===== config.mk =====
export PLATFORM = sky130hd
export DESIGN_NAME = orx_exec
export DESIGN_NICKNAME = d
export VERILOG_FILES = /design/src/rtl/orx_pkg.sv /design/src/rtl/orx_exec.sv
export SDC_FILE = /design/constraint.sdc
export NUM_CORES = 1
export LEC_CHECK = 0
export CAP_MARGIN = 30
export CORE_MARGIN = 1
export CORE_UTILIZATION = 30
export DETAILED_ROUTE_END_ITERATION = 10
export DONT_BUFFER_PORTS = 1
export PLACE_DENSITY = 0.48
export SYNTH_ARGS = -nofsm -noshare
export SYNTH_HDL_FRONTEND = slang
export SYNTH_SLANG_ARGS = --single-unit

===== constraint.sdc =====
create_clock -name sys_clk -period 1.4 [get_ports sys_clk]
set_input_delay 0.28 -clock sys_clk [delete_from_list [all_inputs] [get_ports sys_clk]]
set_output_delay 0.28 -clock sys_clk [all_outputs]
set_load 0.05 [all_outputs]

===== src/rtl/orx_pkg.sv =====
/*
 * orx_pkg: shared constants and types for the OR / return / rotate
 * execution slice of an 8-bit core.
 * Assumes a decoder upstream that maps instructions onto orx_op_t.
 */
package orx_pkg;

    // data path width and field positions
    localparam int unsigned DATA_W   = 8;
    localparam int unsigned ROT_MSB  = 7;   // bit carried round to bit 0
    localparam int unsigned ROT_LSB  = 0;

    // reset values, plus the enable set by interrupt exit
    localparam logic [7:0]  ACC_RST  = 8'h00;
    localparam logic        ZERO_RST = 1'b0;
    localparam logic        GIE_RST  = 1'b0;
    localparam logic        GIE_SET  = 1'b1;

    // default address widths (data memory, program counter)
    localparam int unsigned MEM_AW   = 8;
    localparam int unsigned PC_AW    = 13;

    // instruction cycles per class
    localparam int unsigned CYC_SINGLE = 1;
    localparam int unsigned CYC_RETURN = 2;

    // operations handled by this slice
    typedef enum logic [2:0] {
        OP_NOP,
        OP_OR_MEM,
        OP_OR_IMM,
        OP_MEMORY_OR_STORE,
        OP_SUBROUTINE_EXIT,
        OP_EXIT_LOAD_IMM,
        OP_INTERRUPT_EXIT,
        OP_ROTATE_LEFT_MEMORY
    } orx_op_t;

    // execution sequencer
    typedef enum logic {
        ST_IDLE,
        ST_DUMMY
    } orx_state_t;

endpackage


===== src/rtl/orx_exec.sv =====
/*
 * orx_exec: execution unit for no-operation, the three OR forms, the
 * three return forms and rotate-left of a memory byte.
 * Assumes a decoder, data memory, hardware stack and interrupt
 * controller on the same clock; all inputs arrive synchronous.
 */
`timescale 1ns/1ns

module orx_exec #(
    parameter int unsigned DW = orx_pkg::DATA_W,
    parameter int unsigned AW = orx_pkg::MEM_AW,
    parameter int unsigned PW = orx_pkg::PC_AW
) (
    // clock, reset, enable
    input  wire logic              sys_clk,
    input  wire logic              rst_n,
    input  wire logic              clk_en,
    // instruction issue
    input  wire logic              issue,
    input  orx_pkg::orx_op_t       op,
    input  wire logic [DW-1:0]     imm,
    input  wire logic [AW-1:0]     mem_addr,
    input  wire logic [DW-1:0]     mem_rdata,
    // stack and interrupt controller
    input  wire logic [PW-1:0]     stack_top,
    input  wire logic              irq_pending,
    // architectural state
    output logic [DW-1:0]          acc_q,
    output logic                   zero_q,
    output logic                   global_irq_enable_q,
    // data memory write port
    output logic                   mem_we_q,
    output logic [AW-1:0]          mem_waddr_q,
    output logic [DW-1:0]          mem_wdata_q,
    // program flow
    output logic                   stack_pop_q,
    output logic                   pc_load_q,
    output logic [PW-1:0]          pc_target_q,
    output logic                   irq_take_q,
    output logic                   busy_q,
    output logic                   done_q
);

    ////////////////////////////////////////////////////////////////////
    // state record
    // one packed record keeps reset and enable handling in one place

    typedef struct packed {
        orx_pkg::orx_state_t st;
        logic [DW-1:0]       acc;
        logic                zero;
        logic                gie;
        logic                mem_we;
        logic [AW-1:0]       waddr;
        logic [DW-1:0]       wdata;
        logic                pop;
        logic                pc_load;
        logic [PW-1:0]       pc_target;
        logic                irq_take;
        logic                busy;
        logic                done;
    } orx_regs_t;

    orx_regs_t r_q;
    orx_regs_t r_d;

    logic [DW-1:0] or_mem;
    logic [DW-1:0] or_imm;
    logic [DW-1:0] rot_l;
    logic          accept;

    ////////////////////////////////////////////////////////////////////
    // operand paths

    // results are formed every cycle; only the decoded op commits one
    // the rotate is only a rewire of the read byte, no gates
    assign or_mem = r_q.acc | mem_rdata;
    assign or_imm = r_q.acc | imm;
    assign rot_l  = {mem_rdata[orx_pkg::ROT_MSB-1:orx_pkg::ROT_LSB],
                     mem_rdata[orx_pkg::ROT_MSB]};
    // no new issue during the dummy cycle of a return
    // a refused issue leaves no trace; the decoder must hold it
    assign accept = issue && (r_q.st == orx_pkg::ST_IDLE);

    ////////////////////////////////////////////////////////////////////
    // next state

    // pulse outputs default low so each strobe lasts one cycle
    always_comb begin
        r_d          = r_q;
        r_d.mem_we   = 1'b0;
        r_d.pop      = 1'b0;
        r_d.pc_load  = 1'b0;
        r_d.irq_take = 1'b0;
        r_d.done     = 1'b0;
        case (r_q.st)
            orx_pkg::ST_IDLE: begin
                if (accept) begin
                    case (op)
                        orx_pkg::OP_NOP: begin
                            // nothing moves but the completion strobe
                            r_d.done = 1'b1;
                        end
                        orx_pkg::OP_OR_MEM: begin
                            r_d.acc  = or_mem;
                            r_d.zero = (or_mem == '0);
                            r_d.done = 1'b1;
                        end
                        orx_pkg::OP_OR_IMM: begin
                            r_d.acc  = or_imm;
                            r_d.zero = (or_imm == '0);
                            r_d.done = 1'b1;
                        end
                        orx_pkg::OP_MEMORY_OR_STORE: begin
                            // accumulator left alone; flag and write only
                            r_d.mem_we = 1'b1;
                            r_d.waddr  = mem_addr;
                            r_d.wdata  = or_mem;
                            r_d.zero   = (or_mem == '0);
                            r_d.done   = 1'b1;
                        end
                        orx_pkg::OP_SUBROUTINE_EXIT: begin
                            r_d.pop       = 1'b1;
                            r_d.pc_load   = 1'b1;
                            r_d.pc_target = stack_top;
                            r_d.busy      = 1'b1;
                            r_d.st        = orx_pkg::ST_DUMMY;
                        end
                        orx_pkg::OP_EXIT_LOAD_IMM: begin
                            r_d.pop       = 1'b1;
                            r_d.pc_load   = 1'b1;
                            r_d.pc_target = stack_top;
                            r_d.acc       = imm;
                            r_d.busy      = 1'b1;
                            r_d.st        = orx_pkg::ST_DUMMY;
                        end
                        orx_pkg::OP_INTERRUPT_EXIT: begin
                            r_d.pop       = 1'b1;
                            r_d.pc_load   = 1'b1;
                            r_d.pc_target = stack_top;
                            r_d.gie       = orx_pkg::GIE_SET;
                            r_d.busy      = 1'b1;
                            r_d.st        = orx_pkg::ST_DUMMY;
                        end
                        orx_pkg::OP_ROTATE_LEFT_MEMORY: begin
                            r_d.mem_we = 1'b1;
                            r_d.waddr  = mem_addr;
                            r_d.wdata  = rot_l;
                            // zero untouched: a rotate moves no flag
                            r_d.done   = 1'b1;
                        end
                        // codes outside the list behave as no-operation
                        default: begin
                            r_d.done = 1'b1;
                        end
                    endcase
                end
            end
            orx_pkg::ST_DUMMY: begin
                // dummy cycle: restored address settles in the pc
                r_d.busy = 1'b0;
                r_d.done = 1'b1;
                r_d.st   = orx_pkg::ST_IDLE;
                // a waiting request vectors before main code resumes;
                // entry drops the enable, as interrupt entry always does
                // registered gie: the enable set by this very exit counts
                if (irq_pending && r_q.gie) begin
                    r_d.irq_take = 1'b1;
                    r_d.gie      = orx_pkg::GIE_RST;
                end
            end
            // unreachable with two states; falls back to idle anyway
            default: begin
                r_d.st   = orx_pkg::ST_IDLE;
                r_d.busy = 1'b0;
            end
        endcase
    end

    ////////////////////////////////////////////////////////////////////
    // state register

    // clk_en low freezes everything, strobes included
    // a stalled strobe stays high, so the far side must qualify it
    always_ff @(posedge sys_clk or negedge rst_n) begin
        if (!rst_n) begin
            // constants only; the record clear takes the strobes low
            r_q           <= '0;
            r_q.st        <= orx_pkg::ST_IDLE;
            r_q.acc       <= orx_pkg::ACC_RST;
            r_q.zero      <= orx_pkg::ZERO_RST;
            r_q.gie       <= orx_pkg::GIE_RST;
        end else if (clk_en) begin
            r_q <= r_d;
        end
    end

    ////////////////////////////////////////////////////////////////////
    // outputs, straight from the record
    // every output is a record field, so none has a combinational path

    assign acc_q               = r_q.acc;
    assign zero_q              = r_q.zero;
    assign global_irq_enable_q = r_q.gie;
    assign mem_we_q            = r_q.mem_we;
    assign mem_waddr_q         = r_q.waddr;
    assign mem_wdata_q         = r_q.wdata;
    assign stack_pop_q         = r_q.pop;
    assign pc_load_q           = r_q.pc_load;
    assign pc_target_q         = r_q.pc_target;
    assign irq_take_q          = r_q.irq_take;
    assign busy_q              = r_q.busy;
    assign done_q              = r_q.done;

endmodule


==> key figures <==
Yosys
  • Mapped Cells: 170
  • Cell variety after synth: 28
  • Top cells by count, synth: 44 x dfrtp_1, 24 x o21ai_0, 20 x nand2_1, 12 x mux2_4, 9 x mux2_2
  • Dominant synthesized flop cell: dfrtp_1
  • Post-synthesis register bit count: 44
  • Top-area cell type share of the netlist area: 0.545
  • Asr flop ratio synth: 1.00
  • Post-Syn Nets: 215
  • Cell with the most instances after synthesis: dfrtp_1
  • Yosys top cell by area: dfrtp_1
  • Post-synthesis sequential area ratio: 0.545
  • Synth area leaders: dfrtp_1 54%, mux2_4 8.9%, o21ai_0 5.9%, mux2_2 5.0%, mux2i_1 4.0%
  • Synthesized area per cell: 11.9 um^2
  • Synth Cell Area: 2020 um^2
  • EDFF count, synth: 0
  • Ys Warns: 0

Worst setup path
  • CP startpoint kind: register
  • CP endpoint kind: register
  • Critical Path RT: 1.58 ns
  • Max FO, Critical Path: 7
  • R2R Setup Slk: -0.02 ns
  • Reg-to-reg endpoint: pc_target_q[10]$_DFFE_PN0P_
  • Launch instance of the worst register-to-register path: stack_pop_q$_DFFE_PN0P_
  • Reg2reg path depth: 4
  • WS Path Type: reg -> reg
  • Worst EP arrival: 1.59 ns

Status
  • Status: finished with violations
  • Failing checks: DRC, setup timing

Clock network
  • Total CTS buffers: 5
  • Worst-path clk slew: 0.08 ns
  • H-Tree Level Count: 2
  • CTS tree: built
  • Sink Count: 44
  • Clk_lat worst skew: 0.28 ns
  • Clk root buf: clkbuf_8
  • Clk buf depth: 2

Routing
  • Via count: 1401
  • Routed Wire Length: 5040 um
  • Post-route ant nets: 0
  • DRC errors left: 10
  • DR vias/cell: 5.19
  • Drt first pass iters: 7
  • Post-DR wirelength/cell: 18.7 um
  • Iter 0 DRT Violations: 52

Die
  • Width of the die: 84.1 um
  • Die area: 7070 um^2
  • IO Count: 90
  • Die Height: 84.1 um
  • Core Region: 6420 um^2
  • Initial core utilization: 0.315
  • Num rows: 29

Final layout
  • Area growth, synth to finish: 24.4%
  • Fill cell count: 603
  • Util after Layout: 0.391
  • Antenna diodes: 0
  • NumNets Final: 237
  • Multi-input combinational cell area: 905 um^2
  • FF+latch area: 1100 um^2
  • Layout cell share with drive strength beyond 1: 0.347

Global route
  • Global route total overflow: 0
  • Initial antenna violation count: 0
  • Largest net degree at the start of global routing: 45
  • GR Util All Layers: 0.146
  • First-pass GRT wire length: 7890 um
  • Vias in the first global route: 1496

Timing
  • Unrepaired setup endpoints after global routing: true
  • Post-route setup slack: -0.0169 ns
  • Final setup skew: 0.00614 ns
  • Hold_ws: 0.0759 ns
  • Worst-Margin Slew: 0.539 ns
  • Relative slew slack: 0.641
  • Final Setup Violations: 9
  • Fin crit period: 1.42 ns
  • FMAX: 706 MHz
  • Max-slew violations: 0
  • Fin. Hold Viols: 0
  • Fin crit share: 1.01
  • Final setup TNS: -0.0756 ns

Place
  • PortBufs: 0
  • HPWL Detailed: 3710 um
  • Placer Congestion: 0.872

Worst hold path
  • Hold path cells: 1
  • Tightest Hold Check Type: in -> reg
  • Min-Delay Endpoint: done_q$_DFFE_PN0P_
  • Hold_sp: clk_en

Power and ir drop
  • VDD IR max: 0.741 mV
  • Pwr per Cell Area: 1810 nW/um^2
  • Pleak: 1.12 nW

Flow run
  • Max Cap Viol: 0
-- where the power goes --
group | total (mW) | switching, mW | internal [mW]
Clock | 0.920 | 0.391 | 0.529
Sequential | 2.62 | 1.06 | 1.56
Combinational | 1.02 | 0.587 | 0.434
Total | 4.56 | 2.03 | 2.52
-- sequential cells by signal (all words and copies together), names as in the netlist --
name / count
acc_q: 8
mem_we_q: 1
global_irq_enable_q: 1
mem_wdata_q: 8
mem_waddr_q: 8
zero_q: 1
busy_q: 1
done_q: 1
irq_take_q: 1
stack_pop_q: 1
pc_target_q: 13
-- worst max-delay path by stage --
stage,endpoint,slack (ns),cells past startpoint,startpoint
floorplan,pc_target_q[10]$_DFFE_PN0P_,-0.16,5,stack_pop_q$_DFFE_PN0P_
global placement,acc_q[4]$_DFFE_PN0P_,-0.06,5,stack_pop_q$_DFFE_PN0P_
detailed placement,acc_q[1]$_DFFE_PN0P_,-0.10,5,stack_pop_q$_DFFE_PN0P_
CTS,mem_waddr_q[3]$_DFFE_PN0P_,-0.02,4,stack_pop_q$_DFFE_PN0P_
global route,pc_target_q[10]$_DFFE_PN0P_,-0.06,4,stack_pop_q$_DFFE_PN0P_
finish,pc_target_q[10]$_DFFE_PN0P_,-0.02,4,stack_pop_q$_DFFE_PN0P_
-- metal layers --
metal / GRT usage / routed length [um]
met3: 0.0613 / 419
met5: 0 / 0
met4: 0.0596 / 89
met2: 0.241 / 2590
met1: 0.168 / 1940
-- area by class of cell --
class / instances / area share
Clock inverter: 2 / 0.0139
Sequential cell: 44 / 0.439
Multi-Input combinational cell: 113 / 0.360
Inverter: 5 / 0.00747
Clock buffer: 6 / 0.0289
Tap cell: 77 / 0.0383
Timing Repair Buffer: 23 / 0.113
-- layout by cell type, fill, tap and decap left out, types with 2 or more instances in the layout --
cell / instances
a21o_1: 2
o21ai_2: 4
buf_12: 4
nand2_4: 2
buf_4: 14
o21ai_0: 16
nor4_1: 6
dfrtp_1: 43
o21ai_1: 8
mux2_2: 8
mux2_4: 13
mux2i_1: 8
a21oi_1: 3
nand3_1: 2
or3_1: 8
clkbuf_8: 5
nand2_1: 15
clkbuf_16: 2
nand3_4: 4
inv_1: 5
nand2_2: 3
-- stage by stage --
| stage | area [um^2] | setup WS (ns) | power (mW) | cells |
|---|---|---|---|---|
| 6_report | 2510 | -0.0169 | 4.56 | 270 |
| 5_1_grt | 2510 | -0.0620 | 4.78 | 270 |
| 4_1_cts | 2380 | -0.0192 | 4.57 | 265 |
| 3_5_place_dp | 2180 | -0.103 | 3.57 | 252 |
| 3_3_place_gp | 2180 | -0.0586 | 3.53 | 252 |
| 2_1_floorplan | 2030 | -0.160 | 3.29 | 170 |
-- critical path: stages (launching register included) --
cell and delay [ns]:
dfrtp_2 0.40, and3b_2 0.31, buf_4 0.14, nand3_4 0.12, mux2_4 0.33
-- kinds of logic (layout without fill, tap and decap cells) --
| group | count (synthesis) | in the layout | share of synthesized area |
|---|---|---|---|
| multiplexers | 29 | 29 | 0.179 |
| AND/OR/NAND/NOR | 46 | 47 | 0.131 |
| flip-flops | 44 | 44 | 0.545 |
| AO/OA/AOI/OAI | 37 | 37 | 0.0991 |
| buffers and inverters | 14 | 36 | 0.0458 |
-- timing repair --
| action | CTS | global route |
|---|---|---|
| gates cloned | 1 | 2 |
| hold buffers | 2 | 0 |
| setup buffers | 2 | 3 |
| pin swaps | 2 | 1 |
| gates resized for setup | 7 | 18 |
| setup endpoints to repair | 38 | 31 |
| endpoints found under the hold margin | 44 | 0 |
Note: power is estimated with default switching activity, not from simulation.
